## config.mk

```make
export PLATFORM = sky130hd
export DESIGN_NAME = dwr_watchdog
export DESIGN_NICKNAME = d
export VERILOG_FILES = /design/src/shared/dwr_pkg.sv /design/src/dwr_watchdog.sv
export VERILOG_INCLUDE_DIRS = /design/src /design/src/shared
export SDC_FILE = /design/constraint.sdc
export NUM_CORES = 1
export LEC_CHECK = 0
export BUFFER_PORTS_ARGS = -buffer_cell sky130_fd_sc_hd__buf_2
export CAP_MARGIN = 5
export CORE_ASPECT_RATIO = 0.6
export CORE_MARGIN = 2
export CORE_UTILIZATION = 66
export DETAILED_ROUTE_END_ITERATION = 16
export PLACE_DENSITY = 0.82
export SETUP_SLACK_MARGIN = 0.3
export SYNTH_ARGS = -nofsm -noshare
export SYNTH_HDL_FRONTEND = slang
export SYNTH_SLANG_ARGS = --single-unit
export TNS_END_PERCENT = 20
```

## constraint.sdc

```tcl
create_clock -name ref_clk -period 13.5 [get_ports ref_clk]
set_clock_uncertainty 0.2 [all_clocks]
set_input_delay 1.35 -clock ref_clk [delete_from_list [all_inputs] [get_ports ref_clk]]
set_output_delay 1.35 -clock ref_clk [all_outputs]
set_load 0.01 [all_outputs]
```

## src/shared/dwr_defs.svh

```systemverilog
// Register offsets, field positions, reset values and timing counts for the output watchdog.
// Overview of operation
// - Four channels, each with own watchdog settings.
// - Timeout programmable 1 to 65534 seconds.
// - Timeout 0 or 65535 disables watchdog.
// - Read or write of the output register or of the channel's own timeout register restarts count.
// - Expiry drives output to watchdog state.
// - Auto-refresh periodically rewrites programmed output state; here an expired channel is re-strobed with its watchdog state instead.
// - Refresh re-asserts command, recovering latched shutdown.
// - Writing one always switches output on.
// - Inversion affects sensed inputs only.
`ifndef DWR_DEFS_SVH
`define DWR_DEFS_SVH

`define DWR_NUM_CH          4
`define DWR_ADR_OUT         6'h00
`define DWR_ADR_IN          6'h01
`define DWR_ADR_CTRL        6'h02
`define DWR_ADR_WDSTATE     6'h03
`define DWR_ADR_STAT        6'h04
`define DWR_ADR_MASK        6'h05
`define DWR_ADR_TMO0        6'h08
`define DWR_ADR_TMO3        6'h0B
`define DWR_CTRL_REFRESH    0
`define DWR_CTRL_INVERT     1
`define DWR_TMO_OFF0        16'h0000
`define DWR_TMO_OFF1        16'hFFFF
`define DWR_CLK_HZ          200000000
`define DWR_TICK_S          1
`define DWR_TICK_CYC        (`DWR_CLK_HZ * `DWR_TICK_S)
`define DWR_REFRESH_MS      100
`define DWR_REFRESH_CYC     (`DWR_CLK_HZ / 1000 * `DWR_REFRESH_MS)
`define DWR_PULSE_CYC       4
`define DWR_RST_CH          4'h0
`define DWR_RST_CTRL        2'h0
`define DWR_RST_TMO         16'h0000

`endif

```

## src/shared/dwr_pkg.sv

```systemverilog
// Types shared by the output watchdog block.
package dwr_pkg;
    typedef logic [15:0] dwr_tmo_t;
    typedef logic [3:0]  dwr_ch_t;
endpackage

```

## src/dwr_watchdog.sv

```systemverilog
// Four-channel discrete output watchdog with auto-refresh behind a Wishbone slave.
//
// Local design decisions: the Wishbone interface to the registers and the register addresses.
`include "dwr_defs.svh"

module dwr_watchdog #(
    parameter int TICK_CYC    = `DWR_TICK_CYC,
    parameter int REFRESH_CYC = `DWR_REFRESH_CYC
) (
    input  wire logic                  ref_clk,
    input  wire logic                  rst,
    input  wire logic                  wb_cyc_i,
    input  wire logic                  wb_stb_i,
    input  wire logic                  wb_we_i,
    input  wire logic [5:0]            wb_adr_i,
    input  wire logic [3:0]            wb_sel_i,
    input  wire logic [31:0]           wb_dat_i,
    output logic      [31:0]           wb_dat_o,
    output logic                       wb_ack_o,
    input  wire dwr_pkg::dwr_ch_t      din,
    output dwr_pkg::dwr_ch_t           dout,
    output dwr_pkg::dwr_ch_t           dout_strobe,
    output logic                       irq
);
    // Register state.
    logic [31:0]        dat_q;
    logic [31:0]        dat_d;
    logic               ack_q;
    logic               ack_d;
    dwr_pkg::dwr_ch_t   out_q;
    dwr_pkg::dwr_ch_t   out_d;
    dwr_pkg::dwr_ch_t   wds_q;
    dwr_pkg::dwr_ch_t   wds_d;
    logic [1:0]         ctrl_q;
    logic [1:0]         ctrl_d;
    dwr_pkg::dwr_ch_t   mask_q;
    dwr_pkg::dwr_ch_t   mask_d;
    dwr_pkg::dwr_ch_t   stat_q;
    dwr_pkg::dwr_ch_t   stat_d;
    logic               irq_q;
    logic               irq_d;
    // Timing state.
    logic [31:0]        pre_q;
    logic [31:0]        pre_d;
    logic [31:0]        ref_q;
    logic [31:0]        ref_d;

    // Decoded request and per-channel results.
    logic               req;
    logic               wr0;
    logic               wr1;
    logic               sel_out;
    logic               sel_in;
    logic               sel_ctrl;
    logic               sel_wds;
    logic               sel_stat;
    logic               sel_mask;
    logic               sel_tmo;
    logic               tick;
    logic               refresh;
    wire  [3:0]         drv_all;
    wire  [3:0]         stb_all;
    wire  [3:0]         expire_all;
    wire  [63:0]        tmo_all;

    // Ack only on a fresh request so the one-cycle gap after ack is never a second access.
    assign req     = wb_cyc_i && wb_stb_i && !ack_q;
    assign wr0     = req && wb_we_i && wb_sel_i[0];
    assign wr1     = req && wb_we_i && wb_sel_i[1];
    assign tick    = (pre_q == 32'(TICK_CYC - 1));
    assign refresh = (ref_q == 32'(REFRESH_CYC - 1));

    always_comb begin
        sel_out  = 1'b0;
        sel_in   = 1'b0;
        sel_ctrl = 1'b0;
        sel_wds  = 1'b0;
        sel_stat = 1'b0;
        sel_mask = 1'b0;
        sel_tmo  = 1'b0;
        if (req && wb_adr_i == `DWR_ADR_OUT) begin
            sel_out = 1'b1;
        end else if (req && wb_adr_i == `DWR_ADR_IN) begin
            sel_in = 1'b1;
        end else if (req && wb_adr_i == `DWR_ADR_CTRL) begin
            sel_ctrl = 1'b1;
        end else if (req && wb_adr_i == `DWR_ADR_WDSTATE) begin
            sel_wds = 1'b1;
        end else if (req && wb_adr_i == `DWR_ADR_STAT) begin
            sel_stat = 1'b1;
        end else if (req && wb_adr_i == `DWR_ADR_MASK) begin
            sel_mask = 1'b1;
        end else if (req && wb_adr_i >= `DWR_ADR_TMO0 && wb_adr_i <= `DWR_ADR_TMO3) begin
            sel_tmo = 1'b1;
        end
    end

    always_comb begin
        ack_d = req;
        dat_d = 32'h0000_0000;
        if (sel_out) begin
            dat_d = {28'h000_0000, drv_all};
        end else if (sel_in) begin
            dat_d = {28'h000_0000, din ^ {4{ctrl_q[`DWR_CTRL_INVERT]}}};
        end else if (sel_ctrl) begin
            dat_d = {30'h0, ctrl_q};
        end else if (sel_wds) begin
            dat_d = {28'h000_0000, wds_q};
        end else if (sel_stat) begin
            dat_d = {28'h000_0000, stat_q};
        end else if (sel_mask) begin
            dat_d = {28'h000_0000, mask_q};
        end else if (sel_tmo) begin
            dat_d = {16'h0000, tmo_all[16*wb_adr_i[1:0] +: 16]};
        end
    end

    always_ff @(posedge ref_clk or posedge rst) begin
        if (rst) begin
            ack_q <= 1'b0;
            dat_q <= 32'h0000_0000;
        end else begin
            ack_q <= ack_d;
            dat_q <= dat_d;
        end
    end

    always_comb begin
        out_d = out_q;
        if (sel_out && wr0) begin
            out_d = wb_dat_i[3:0];
        end
    end

    always_ff @(posedge ref_clk or posedge rst) begin
        if (rst) begin
            out_q <= `DWR_RST_CH;
        end else begin
            out_q <= out_d;
        end
    end

    always_comb begin
        wds_d = wds_q;
        if (sel_wds && wr0) begin
            wds_d = wb_dat_i[3:0];
        end
    end

    always_ff @(posedge ref_clk or posedge rst) begin
        if (rst) begin
            wds_q <= `DWR_RST_CH;
        end else begin
            wds_q <= wds_d;
        end
    end

    always_comb begin
        ctrl_d = ctrl_q;
        if (sel_ctrl && wr0) begin
            ctrl_d = wb_dat_i[1:0];
        end
    end

    always_ff @(posedge ref_clk or posedge rst) begin
        if (rst) begin
            ctrl_q <= `DWR_RST_CTRL;
        end else begin
            ctrl_q <= ctrl_d;
        end
    end

    always_comb begin
        mask_d = mask_q;
        if (sel_mask && wr0) begin
            mask_d = wb_dat_i[3:0];
        end
    end

    always_ff @(posedge ref_clk or posedge rst) begin
        if (rst) begin
            mask_q <= `DWR_RST_CH;
        end else begin
            mask_q <= mask_d;
        end
    end

    always_comb begin
        stat_d = stat_q;
        if (sel_stat && wr0) begin
            stat_d = stat_q & ~wb_dat_i[3:0];
        end
        // Set wins over a clear in the same cycle, so no expiry is ever lost.
        stat_d = stat_d | expire_all;
        irq_d  = |(stat_d & mask_d);
    end

    always_ff @(posedge ref_clk or posedge rst) begin
        if (rst) begin
            stat_q <= `DWR_RST_CH;
            irq_q  <= 1'b0;
        end else begin
            stat_q <= stat_d;
            irq_q  <= irq_d;
        end
    end

    always_comb begin
        pre_d = tick ? 32'h0000_0000 : pre_q + 32'h0000_0001;
    end

    always_ff @(posedge ref_clk or posedge rst) begin
        if (rst) begin
            pre_q <= 32'h0000_0000;
        end else begin
            pre_q <= pre_d;
        end
    end

    always_comb begin
        ref_d = refresh ? 32'h0000_0000 : ref_q + 32'h0000_0001;
    end

    always_ff @(posedge ref_clk or posedge rst) begin
        if (rst) begin
            ref_q <= 32'h0000_0000;
        end else begin
            ref_q <= ref_d;
        end
    end

    for (genvar i = 0; i < `DWR_NUM_CH; i++) begin : g_ch
        dwr_pkg::dwr_tmo_t tmo_q;
        dwr_pkg::dwr_tmo_t tmo_d;
        dwr_pkg::dwr_tmo_t cnt_q;
        dwr_pkg::dwr_tmo_t cnt_d;
        logic              off;
        logic              own;
        logic              fire;
        logic              exp_q;
        logic              exp_d;
        logic              drv_q;
        logic              drv_d;
        logic              stb_q;
        logic              stb_d;

        assign off  = (tmo_q == `DWR_TMO_OFF0) || (tmo_q == `DWR_TMO_OFF1);
        assign own  = sel_out || (sel_tmo && wb_adr_i[1:0] == 2'(i));
        assign fire = !off && !own && tick && !exp_q && (cnt_q + 16'h0001 >= tmo_q);

        always_comb begin
            tmo_d = tmo_q;
            if (sel_tmo && wb_adr_i[1:0] == 2'(i) && wr0) begin
                tmo_d[7:0] = wb_dat_i[7:0];
            end
            if (sel_tmo && wb_adr_i[1:0] == 2'(i) && wr1) begin
                tmo_d[15:8] = wb_dat_i[15:8];
            end
        end

        always_ff @(posedge ref_clk or posedge rst) begin
            if (rst) begin
                tmo_q <= `DWR_RST_TMO;
            end else begin
                tmo_q <= tmo_d;
            end
        end

        always_comb begin
            cnt_d = cnt_q;
            exp_d = exp_q;
            if (off) begin
                cnt_d = 16'h0000;
                exp_d = 1'b0;
            end else if (own) begin
                cnt_d = 16'h0000;
                exp_d = 1'b0;
            end else if (fire) begin
                exp_d = 1'b1;
            end else if (tick && !exp_q) begin
                cnt_d = cnt_q + 16'h0001;
            end
            // The channel picks between its programmed and its watchdog state.
            drv_d = exp_d ? wds_q[i] : out_d[i];
            stb_d = fire;
            if (sel_out && wr0) begin
                stb_d = 1'b1;
            end
            if (refresh && ctrl_q[`DWR_CTRL_REFRESH]) begin
                stb_d = 1'b1;
            end
        end

        always_ff @(posedge ref_clk or posedge rst) begin
            if (rst) begin
                cnt_q <= `DWR_RST_TMO;
                exp_q <= 1'b0;
                drv_q <= 1'b0;
                stb_q <= 1'b0;
            end else begin
                cnt_q <= cnt_d;
                exp_q <= exp_d;
                drv_q <= drv_d;
                stb_q <= stb_d;
            end
        end

        assign drv_all[i]          = drv_q;
        assign stb_all[i]          = stb_q;
        assign expire_all[i]       = fire;
        assign tmo_all[16*i +: 16] = tmo_q;
    end

    assign wb_ack_o    = ack_q;
    assign wb_dat_o    = dat_q;
    assign dout        = drv_all;
    assign dout_strobe = stb_all;
    assign irq         = irq_q;
endmodule // dwr_watchdog

```

Word-level counts from Yosys, hierarchy flattened

Cells that the tools add are included.
W data, S select, Z words.

Output and inout bits: 42
Bits in read-only memories: 0
Bits in writable memories: 0
Memories kept: 0
Latch bits: 0
Bits of input ports: 51
Register bits after elaboration: 256

Shifts and indexed selects: 1
Equality and inequality tests: 18
$add $sub $neg: 6
Order comparisons: 6
Multipliers: 0
Bitwise operators: 5
Mux-type cells: 80
Reductions and logical operators: 87
Divide/modulo/power cells: 0

Operators with widths:

| cell                    | count |
|---|---|
| $mux W16                | 23 |
| $add A16 B1 Y16 const B | 4 |
| $add A32 B1 Y32 const B | 2 |
| $eq A16 B16 Y1 const B  | 4 |
| $ge A16 B16 Y1          | 4 |
| $logic_not A16 Y1       | 4 |
| $mux W32                | 2 |
| $shiftx A64 B7 Y16      | 1 |
| $mux W1                 | 52 |
| $logic_and A1 B1 Y1     | 51 |
| $eq A32 B25 Y1 const B  | 1 |
| $eq A32 B28 Y1 const B  | 1 |
| $logic_not A1 Y1        | 13 |
| $eq A6 B2 Y1 const B    | 2 |
| $eq A6 B3 Y1 const B    | 2 |
| $mux W4                 | 3 |
| $ne A3 B3 Y1 const B    | 4 |
| $reduce_bool A3 Y1      | 4 |
| $and A4 B4 Y4           | 2 |
| $logic_or A1 B1 Y1      | 8 |
| $reduce_and A2 Y1       | 4 |
| $eq A6 B1 Y1 const B    | 1 |
| $ge A6 B4 Y1 const B    | 1 |
| $le A6 B4 Y1 const B    | 1 |
| other kinds (8)         | 9 |

Longest topological paths before layout

Gate-level depths: netlist of run 1.

Depth in word-level cells: 22
Mapped depth: 16
Mapped depth without buffers: 15

Worst setup path after synthesis of run 1

No wires, ideal clock.

Path type: reg2reg
Start point: reg g_ch[1].cnt_q[0]
End point: reg g_ch[1].cnt_q[14]
Stages on the path, launching flop included: 16
Setup slack: 9.289 ns
Arrival time: 3.872 ns
Clock period less this slack: 4.211 ns
Path buffers: 0
Cells stage by stage: dfrtp_1 -> ha_1 -> and3_1 -> and3_1 -> nand3_1 -> nor2_1 -> nand3_1 -> or2_2 -> xnor2_1 -> ha_1 -> a2111o_1 -> or2_2 -> a211oi_2 -> o21ai_0 -> o311ai_0 -> o31ai_1

Cells in the longest elaborated chain, start to end: 5
Elaborated cells on any way between the ends: 9
Classes of those cells: add/sub (1); order compare (1); eq/ne (1); mux (4); reduce/logical (2)

Ends and longest elaborated chain:

| what                                                    | line                                     | text |
|---|---|---|
| from (decl)                                             | dwr_watchdog.sv:235                      | `dwr_pkg::dwr_tmo_t cnt_q;` |
| from (signal assigned)                                  | dwr_watchdog.sv:296                      | `` cnt_q <= `DWR_RST_TMO; `` |
| from (signal assigned)                                  | dwr_watchdog.sv:301                      | `cnt_q <= cnt_d;` |
| $add A16 B1 Y16 *                                       | dwr_watchdog.sv:249, dwr_watchdog.sv:281 |  |
| $ge A16 B16 Y1 or $mux W16 (tied branches)              | dwr_watchdog.sv:249, dwr_watchdog.sv:280 |  |
| $logic_and A1 B1 Y1 or $mux W16 (tied branches)         | dwr_watchdog.sv:249, dwr_watchdog.sv:278 |  |
| $ne A3 B3 Y1 (no line) or $mux W16 (tied branches)      | -                                        |  |
| $reduce_and A2 Y1 (no line) or $mux W16 (tied branches) | -                                        |  |

Mark *: on every way between the ends. The rest lies on a longest branch, timed or not. The select of a mux whose other input is x is not followed.
A chain may end at the register's enable or synchronous reset.

Final worst setup path of run 1

Start point: reg g_ch[1].cnt_q[0]
End point: reg g_ch[1].cnt_q[11]

The elaborated chain is that of the path after synthesis.

==> results of run 1 <==
-- how the worst max path moves through the flow --
stage / end / slack (ns) / startpoint / cells past startpoint
floorplan: ctrl_q[0] / 5.36 / rst / 1
global placement: g_ch[1].cnt_q[15] / 8.52 / g_ch[1].cnt_q[0] / 15
detailed placement: g_ch[1].cnt_q[11] / 8.37 / g_ch[1].cnt_q[0] / 15
CTS: g_ch[1].cnt_q[11] / 8.32 / g_ch[1].cnt_q[0] / 15
global route: g_ch[1].cnt_q[11] / 7.91 / g_ch[1].cnt_q[0] / 15
finish: g_ch[1].cnt_q[11] / 8.22 / g_ch[1].cnt_q[0] / 15
-- final cells by class --
class / instances / share of cell area, %
multi-input cells: 1056 / 48.0
flip-flops and latches: 240 / 40.3
clock buffers: 29 / 4.41
repair buffers: 67 / 2.40
well taps: 273 / 2.29
inverters: 72 / 1.86
clock inverters: 10 / 0.788
-- power by group through the flow --
stage | combinational [mW] | clock (mW) | sequential (mW)
6_report | 0.0504 | 0.671 | 0.725
5_1_grt | 0.0556 | 0.705 | 0.725
2_1_floorplan | 0.0328 | 0 | 0.738
4_1_cts | 0.0500 | 0.678 | 0.725
3_5_place_dp | 0.0498 | 0 | 0.739
3_3_place_gp | 0.0490 | 0 | 0.739
-- registers in the layout (all words and copies together) (netlist names), 16 cells and up --
name	flops
g_ch.cnt_q	64
g_ch.tmo_q	64
wb_dat_o	16
ref_q	32
pre_q	32
-- cell usage after synthesis (3+ instances only) --
| library cell | count | area (um^2) |
|---|---|---|
| o21ai_2 | 3 | 26.3 |
| and4_1 | 10 | 87.6 |
| nor4b_1 | 7 | 61.3 |
| o21a_1 | 9 | 67.6 |
| inv_1 | 72 | 270 |
| nand2_1 | 154 | 578 |
| a21oi_1 | 27 | 135 |
| or3_1 | 11 | 68.8 |
| nand4_1 | 50 | 313 |
| o31ai_1 | 5 | 37.5 |
| a22oi_1 | 3 | 22.5 |
| o211ai_1 | 7 | 52.6 |
| xnor2_1 | 75 | 657 |
| clkbuf_1 | 36 | 135 |
| nor2_2 | 4 | 25.0 |
| dfrtp_1 | 240 | 6010 |
| or4b_4 | 3 | 41.3 |
| nand4b_1 | 3 | 26.3 |
| nor3_1 | 23 | 115 |
| nor2_1 | 121 | 454 |
| o21ai_0 | 92 | 460 |
| a211oi_1 | 7 | 52.6 |
| o22ai_1 | 4 | 25.0 |
| mux4_2 | 16 | 360 |
| nor2b_1 | 7 | 43.8 |
| nor4_1 | 33 | 206 |
| and3_1 | 31 | 194 |
| xor2_1 | 91 | 797 |
| ha_1 | 70 | 876 |
| nand3_1 | 58 | 290 |
| a21o_1 | 5 | 37.5 |
| buf_4 | 27 | 203 |
| mux2i_1 | 5 | 50.1 |
| or2_2 | 6 | 37.5 |
| or4_1 | 5 | 37.5 |
| nand2b_1 | 13 | 81.3 |
| and2_1 | 25 | 156 |
| mux2_2 | 20 | 225 |
-- cells by family (layout without fill, tap and decap cells) --
group,count (synthesis),count (layout),share of synthesized area (%)
other cells,1,16,0.0273
compound gates,181,181,8.15
buf+inv,141,178,4.67
fa+ha+maj,70,70,6.37
xor+xnor,166,166,10.6
simple gates,580,580,21.7
mux,43,43,4.79
flops,240,240,43.7
-- stage by stage --
step	cell area (um^2)	setup slack (ns)	util, %
2_1_floorplan	13800	5.36	-
3_3_place_gp	14100	8.52	70.0
3_5_place_dp	14100	8.37	70.0
4_1_cts	14900	8.32	73.8
5_1_grt	14900	7.91	73.8
6_report	14900	8.22	73.8
-- worst reg2reg max path, cell delays in order (launching register included) --
cell	delay (ns)
dfrtp_1	0.41
ha_1	0.23
and3_1	0.24
and3_1	0.27
nand3_1	0.20
nor2_1	0.27
nand3_1	0.22
or2_2	0.37
xnor2_1	0.14
ha_1	0.29
a2111o_1	0.43
or2_2	0.31
a211oi_2	0.63
o21ai_2	0.40
or3_1	0.42
a21oi_1	0.17
-- metal layers --
layer / track usage, % / wire, um / vias to the layer above
met5: 0 / 0 / -
met4: 8.42 / 816 / 0
met3: 9.12 / 4280 / 69
met2: 47.4 / 14300 / 583
met1: 48.7 / 15500 / 5297
li1: - / - / 4995
==> qor.txt, run 1 <==
Outcome = completed
Combinational power share = 3.5%
Async SR Flop Fraction = 100%
GPL Wtd Cong = 0.997
Area growth syn-to-layout = 8.52%
Actual slew at the worst max-slew pin = 1.14 ns
Crit path time final = 5.28 ns
FF-to-FF path depth = 15
Root Buffer = clkbuf_16
Final Hold Viols = 0
Critical path capture point type = flop
Crit path kind = flop to flop
Fin Setup TNS = 0 ns
Clock Power Share = 46.4%
Hold path cells = 1
Internal reg-to-reg setup slack = 8.22 ns
Reg power frac = 50.1%
Avg Vias per Cell = 6.26
Post-synthesis cell type count = 70
CTS tree = built
Die area = 0.0220 mm^2
Slew Viols, Final = 0
Sw Share = 22.7%
Pint = 1.12 mW
Peak VDD IR = 0.0000893 V
Pleak = 7.38 nW
TritonCTS buffer count = 23
WP data required = 13.73 ns
Overflow after GRT = 0
FP Rows = 40
Mean routed wirelength per cell = 20.0 um
Global-route wire length before repair = 56,100 um
Mapped Cells = 1,422
Pin count of the biggest net entering global routing = 139
Clock sinks = 240
CP Launch Type = flop
ANT nets after route = 0
Slew HR = 24.0%
Htree depth = 1
FF-to-FF End = g_ch[1].cnt_q[11]
Post-Layout Cell Count = 1,747
# hold bufs at CTS = 0
Vias after detailed routing = 10.9k
Pwr/cell area = 97.0 mW/mm^2
Share of cells above drive strength 1 = 11.8%
Total GRT Usage = 32.7%
First drt pass iteration count = 6
Number of buffers added on ports = 58
IO Count = 93
DP Cell Count = 1,708
Crit Reg-Reg Startpoint = g_ch[1].cnt_q[0]
Final worst path period share = 39.1%
CTS max path bufs = 3
Buf/Inv on CP = 0
Die Ht = 116 um
Later-pin clock latency in the skew report = 0.52 ns
Number of DRC markers in iteration 0 = 1,229
Max stage delay cell, worst path = a211oi_2
Sequential cell area fraction in the yosys report = 43.7%
CP arrival = 5.51 ns
Post-CTS Setup Inserts = 0
Post-cts repair resize count = 0
Starting Density = 68.0%
CTS clk-pin slew, worst paths = 0.07 ns
Initial antenna violation count = 2
Number of antenna repair diodes = 0
Nets = 1,581
Multi-input gate area = 0.00716 mm^2
Crit path cell chain = ha_1 -> and3_1 -> and3_1 -> nand3_1 -> nor2_1 -> nand3_1 -> or2_2 -> xnor2_1 -> ha_1 -> a2111o_1 -> or2_2 -> a211oi_2 -> o21ai_2 -> or3_1 -> a21oi_1
Vias in the first global route = 10.6k
#FFs+latches synth = 240
Max-cap viol count = 0
Hold endpoint = ref_q[0]
RSZ-0062 raised after global routing = no
Synth Warn # = 0
Overall die width = 190 um
Worst Hold Class = flop to flop
CP top delay family = simple AND/OR/NAND/NOR gates
FF+latch area = 0.00601 mm^2
Core area = 0.0202 mm^2
DP HPWL = 25,500 um
Number of synthesized flops with an enable pin = 0
Hold WS = 0.271 ns
Critical Path Max Stage Delay = 0.63 ns
Sw power = 0.328 mW
Most common cell after layout, fill and taps aside = dfrtp_1
Hold path start = ref_q[0]
Residual DRC = 0
Top FF cell, synth = dfrtp_1
Final number of setup-violating endpoints = 0
Post-Syn Area = 0.0137 mm^2
Syn_area_per_cell = 9.67 um^2
CP Max Fanout = 18
F_max = 0.189 GHz
Commonest non-fill, non-tap cells in the layout = dfrtp_1, nand2_1, nor2_1
Fillers = 1,481
Routed WL = 34,900 um
Power Total = 1.45 mW
(Power assumes the default switching activity.)
==> inputs of run 2 (changes only) <==
- CORE_UTILIZATION: 66 -> 56
- PLACE_DENSITY: 0.82 -> 0.74
- clock period: 13.5 -> 4.7 ns (I/O delays scaled with it)
==> run 2 against run 1 <==
- combinational power rose to 3.0 times the previous value
- maximum frequency is 24% higher
- sequential share of layout area down 0.88 points
- largest power group unchanged
==> qor.txt, run 2 (same netlist as run 1, synthesis figures left out) <==
Hold path cells = 3 (+2)
Fin Setup TNS = 0 ns (unchanged)
Clock Power Share = 46.4% (about the same)
RSZ-0062 raised after global routing = yes
Die Ht = 125 um (+8.3%)
CP arrival = 4.48 ns (-1.03 ns)
Number of antenna repair diodes = 0 (unchanged)
Actual slew at the worst max-slew pin = 1.13 ns (-0.00994 ns)
Area after DPL = 0.0143 mm^2 (+1.2%)
WP data required = 4.91 ns (-8.82 ns)
Pin count of the biggest net entering global routing = 157 (+13%)
Max-cap viol count = 0 (unchanged)
Routed WL = 34,700 um (-0.40%)
IO Count = 93 (unchanged)
CTS tree = built
CTS clk-pin slew, worst paths = 0.07 ns (about the same)
Hold path start = wb_dat_i[14]
Post-Layout Cell Count = 1,820 (+4.2%)
Vias after detailed routing = 10.8k (-1.5%)
Sw Share = 22.7% (+0.042 points)
Global-route wire length before repair = 55,900 um (-0.36%)
FP Rows = 44 (+10%)
Vias in the first global route = 10.5k (-1.3%)
Hold endpoint = g_ch[3].tmo_q[14]
CP Launch Type = flop
ANT nets after route = 0 (unchanged)
Share of cells above drive strength 1 = 13.8% (+2.0 points)
Crit path kind = flop to flop
Number of buffers added on ports = 58 (unchanged)
Crit Reg-Reg Startpoint = g_ch[0].cnt_q[0]
Max stage delay cell, worst path = or4b_4
Avg Vias per Cell = 5.92 (-5.4%)
Htree depth = 1 (unchanged)
Internal reg-to-reg setup slack = 0.43 ns (-7.79 ns)
Largest regs = g_ch.cnt_q (64), g_ch.tmo_q (64)
Residual DRC = 0 (unchanged)
Overall die width = 206 um (+8.4%)
Mean routed wirelength per cell = 19.1 um (-4.4%)
Critical Path Max Stage Delay = 0.62 ns (about the same)
Reg power frac = 50.0% (about the same)
Nets = 1,602 (+1.3%)
Starting Density = 56.9% (-11 points)
Sw power = 0.947 mW (+190%)
Outcome = completed
Hold WS = 0.0385 ns (-0.232 ns)
Initial antenna violation count = 0 (-2)
Slew HR = 24.7% (+0.67 points)
DP HPWL = 25,000 um (-1.7%)
Clock sinks = 240 (unchanged)
DP Cell Count = 1,769 (+3.6%)
Pint = 3.22 mW (+190%)
Total GRT Usage = 27.5% (-5.2 points)
Combinational power share = 3.6% (about the same)
Core area = 0.0242 mm^2 (+20%)
Pleak = 7.49 nW (+1.4%)
FF-to-FF End = g_ch[0].drv_q
First drt pass iteration count = 6 (unchanged)
FF-to-FF path depth = 14 (-1)
Area growth syn-to-layout = 11.0%
Worst Hold Class = primary input to flop
Slew Viols, Final = 0 (unchanged)
Peak VDD IR = 0.000241 V (+170%)
CTS max path bufs = 3 (unchanged)
Commonest non-fill, non-tap cells in the layout = dfrtp_1, nand2_1, nor2_1
Final worst path period share = 90.8% (+52 points)
Pwr/cell area = 273 mW/mm^2 (+180%)
Later-pin clock latency in the skew report = 0.54 ns (+0.02 ns)
Crit path time final = 4.27 ns (-1.01 ns)
Number of DRC markers in iteration 0 = 1,081 (-12%)
Power Total = 4.16 mW (+190%)
Die area = 0.0259 mm^2 (+17%)
CP Max Fanout = 5 (-13)
Crit path cell chain = nand3_1 -> nor4_1 -> buf_4 -> and3_1 -> and3_1 -> nand3_1 -> xnor2_1 -> ha_1 -> nand4_1 -> nor3_1 -> a21oi_1 -> or4b_4 -> o21ai_2 -> mux2_1
Critical path capture point type = flop
TritonCTS buffer count = 24 (+4.3%)
Most common cell after layout, fill and taps aside = dfrtp_1
Root Buffer = clkbuf_16
Final Hold Viols = 0 (unchanged)
F_max = 0.234 GHz (+24%)
Final Instance Area = 0.0153 mm^2 (+2.3%)
Overflow after GRT = 0 (unchanged)
GPL Wtd Cong = 0.979 (-1.7%)
Final number of setup-violating endpoints = 0 (unchanged)
run 2: cell types whose count changed in the layout (fill, tap and decap cells not counted), sizes merged:
cell         delta
buf            +18
clkbuf          +5
clkinv          +2
inv             -2
bufinv          -1
dlygate4sd3     +1
o21ai           +1
run 2: critical path, delay by kind of cell (launching register included):
| family | cells | cell delay, ns |
|---|---|---|
| adder cells (fa/ha/maj) | 1 | 0.32 |
| buffers and inverters | 1 | 0.18 |
| AND/OR/NAND/NOR | 8 | 2.14 |
| flip-flops | 1 | 0.44 |
| multiplexers | 1 | 0.34 |
| XOR/XNOR | 1 | 0.17 |
| AO/OA/AOI/OAI | 2 | 0.36 |
run 2: layout make-up:
class,instances,area (um^2)
tap,322,403
fill,1934,8910
timing repair buffer,86,529
clock buffer,34,708
sequential,240,6010
clock inverter,9,81.3
multi-input combinational,1057,7260
inverter,72,274
run 2: how the worst max path moves through the flow:
stage,slack [ns],endpoint,start
finish,0.43,g_ch[0].drv_q,g_ch[0].cnt_q[0]
global route,0.14,g_ch[2].cnt_q[15],g_ch[2].cnt_q[2]
CTS,0.30,g_ch[1].cnt_q[11],g_ch[1].cnt_q[0]
detailed placement,0.13,g_ch[1].cnt_q[11],g_ch[1].cnt_q[0]
global placement,0.22,g_ch[1].cnt_q[15],g_ch[1].cnt_q[0]
floorplan,0.49,g_ch[1].cnt_q[14],g_ch[1].cnt_q[0]
run 2: repair_timing:
| item | in CTS | in global routing |
|---|---|---|
| pin swaps | 1 | 3 |
| hold buffers | 1 | 0 |
| setup buffers | 1 | 4 |
| hold endpoints to repair | 84 | 0 |
| resized for setup | 6 | 17 |
| gates cloned | 0 | 2 |
| setup endpoints to repair | 12 | 27 |
run 2: power by group through the flow:
stage | logic [mW] | clock network, mW | registers (mW)
2_1_floorplan | 0.0946 | 0 | 2.12
3_3_place_gp | 0.145 | 0 | 2.12
3_5_place_dp | 0.148 | 0 | 2.12
4_1_cts | 0.149 | 1.96 | 2.08
5_1_grt | 0.165 | 2.05 | 2.08
6_report | 0.149 | 1.93 | 2.08
run 2: metrics by stage:
stage / setup WS, ns / util (%)
floorplan: 0.489 / -
global placement: 0.223 / 59.2
detailed placement: 0.127 / 59.2
CTS: 0.303 / 62.6
global route: 0.138 / 63.1
finish: 0.433 / 63.1
run 2: routing by layer:
metal	vias up	track usage, %	wire length, um
met5	-	0	0
met4	0	4.79	550
met1	5226	43.5	16300
li1	5036	-	-
met3	57	7.33	3800
met2	462	38.0	14000
==> inputs of run 3 (changes only) <==
- SETUP_SLACK_MARGIN: 0.3 -> 0.5
==> run 3 against run 2 <==
- utilization is 0.77 points higher
- first-iteration DRC count rose by 5.6%
- via count rose by 0.40%
- register-to-register slack improved by 0.19 ns
- critical path depth up 3
- flip-flop and latch count stayed put
- critical path type unchanged
- non-clock buffer count grew 10
- sequential share of layout area is 0.44 points lower
- cell count up 0.49%
- setup slack better by 0.19 ns
- largest power group unchanged
- count of clock-buffer cells in the layout unchanged
==> qor.txt, run 3 (same netlist as run 1, synthesis figures left out) <==
Nets = 1,611 (+0.56%)
GPL Wtd Cong = 0.979 (unchanged)
Residual DRC = 0 (unchanged)
Commonest non-fill, non-tap cells in the layout = dfrtp_1, nand2_1, nor2_1
Largest regs = g_ch.cnt_q (64), g_ch.tmo_q (64)
Pleak = 7.57 nW (+1.1%)
Routed WL = 34,700 um (about the same)
Actual slew at the worst max-slew pin = 1.18 ns (+0.0518 ns)
Avg Vias per Cell = 5.92 (about the same)
Share of cells above drive strength 1 = 15.7% (+1.8 points)
Initial antenna violation count = 0 (unchanged)
Util after Layout = 63.9% (+0.77 points)
Htree depth = 1 (unchanged)
CP Max Fanout = 6 (+1)
CTS clk-pin slew, worst paths = 0.07 ns (about the same)
Worst Hold Class = primary input to flop
Root Buffer = clkbuf_16
FP Rows = 44 (unchanged)
Later-pin clock latency in the skew report = 0.54 ns (about the same)
Overall die width = 206 um (unchanged)
CTS max path bufs = 3 (unchanged)
Vias in the first global route = 10.5k (+0.38%)
Max-cap viol count = 0 (unchanged)
CP arrival = 4.30 ns (-0.18 ns)
Number of antenna repair diodes = 0 (unchanged)
Final worst path period share = 86.7% (-4.1 points)
Hold path start = wb_dat_i[14]
Core area = 0.0242 mm^2 (unchanged)
Crit path kind = flop to flop
Final Hold Viols = 0 (unchanged)
Starting Density = 56.9% (unchanged)
F_max = 0.246 GHz (+4.8%)
Slew HR = 21.3% (-3.5 points)
Number of DRC markers in iteration 0 = 1,142 (+5.6%)
Area growth syn-to-layout = 12.3%
Fin Setup TNS = 0 ns (unchanged)
Pin count of the biggest net entering global routing = 157 (unchanged)
CP Launch Type = flop
Peak VDD IR = 0.000241 V (about the same)
Number of buffers added on ports = 58 (unchanged)
Critical path capture point type = flop
Most common cell after layout, fill and taps aside = dfrtp_1
Overflow after GRT = 0 (unchanged)
Crit path time final = 4.07 ns (-0.195 ns)
TritonCTS buffer count = 24 (unchanged)
Die Ht = 125 um (unchanged)
Pwr/cell area = 269 mW/mm^2 (-1.3%)
Final number of setup-violating endpoints = 0 (unchanged)
Total GRT Usage = 27.6% (+0.062 points)
CTS tree = built
Die area = 0.0259 mm^2 (unchanged)
ANT nets after route = 0 (unchanged)
First drt pass iteration count = 5 (-1)
Mean routed wirelength per cell = 19.0 um (-0.54%)
RSZ-0062 raised after global routing = yes
Crit Reg-Reg Startpoint = g_ch[1].cnt_q[1]
Clock sinks = 240 (unchanged)
Global-route wire length before repair = 56,100 um (+0.23%)
WP data required = 4.93 ns (+0.02 ns)
DP HPWL = 25,000 um (unchanged)
Worst setup path start = g_ch[1].cnt_q[1]
Slew Viols, Final = 0 (unchanged)
Vias after detailed routing = 10.8k (+0.40%)
IO Count = 93 (unchanged)
Outcome = completed
[run 3: changes by cell type in the layout (fill, tap and decap cells not counted), sizes merged]
cell	previous run	this run
buf	85	95
o21ai	97	96
[run 3: through the flow]
stage                     instances  setup WS, ns  total power, mW  hold slack (ns)  area (um^2)
after floorplan                1437         0.489             2.21            0.224        13800
after detailed placement       1769         0.127             2.27            0.251        14300
after global routing           1829         0.457             4.30           0.0335        15400
final                          1829         0.627             4.16           0.0356        15400
after global placement         1769         0.223             2.27            0.245        14300
after CTS                      1815         0.493             4.19           0.0123        15200
[run 3: final timing paths]
path,to,slack (ns),cells past startpoint
setup / recovery,g_ch[1].drv_q,0.63,17
hold / removal,g_ch[3].tmo_q[14],0.04,3
setup reg to reg,g_ch[1].drv_q,0.63,17
hold reg to reg,ref_q[0],0.26,1
max in group asynchronous,g_ch[3].cnt_q[0],3.02,4
min in group asynchronous,g_ch[1].cnt_q[13],0.42,4
[run 3: layout make-up]
class | instances | area (um^2)
fillers | 1913 | 8720
multi-input cells | 1056 | 7330
flip-flops and latches | 240 | 6010
clock buffers | 34 | 708
repair buffers | 96 | 632
well taps | 322 | 403
inverters | 72 | 274
clock inverters | 9 | 81.3
[run 3: power by group]
group / internal (mW) / total, mW / switching (mW)
combinational: 0.0390 / 0.149 / 0.110
clock: 1.10 / 1.93 / 0.825
sequential: 2.07 / 2.08 / 0.00992
[run 3: what timing repair did]
action | in CTS | in global routing
setup endpoints to repair | 21 | 41
hold buffers | 1 | 0
hold endpoints to repair | 84 | 0
buffers inserted | 2 | 14
pin swaps | 2 | 14
resized for setup | 14 | 33
[run 3: critical path, stage by stage, from the launching register on]
cell	delay, ns
dfrtp_2	0.42
ha_4	0.16
and3_4	0.19
and3_4	0.22
nand3_4	0.10
nor2_4	0.17
nand3_4	0.10
or2_4	0.25
xnor2_1	0.12
ha_1	0.30
a2111o_1	0.40
or2_4	0.25
a211oi_2	0.22
buf_6	0.17
buf_12	0.11
nor3_1	0.04
o21a_1	0.24
mux2_2	0.28
[run 3: metal layers]
layer | share of wire (%) | up-vias | GRT usage, %
li1 | - | 5049 | -
met1 | 47 | 5269 | 43.6
met2 | 41 | 453 | 38.1
met3 | 10 | 53 | 7.33
met4 | 1.4 | 0 | 4.83
met5 | 0 | - | 0
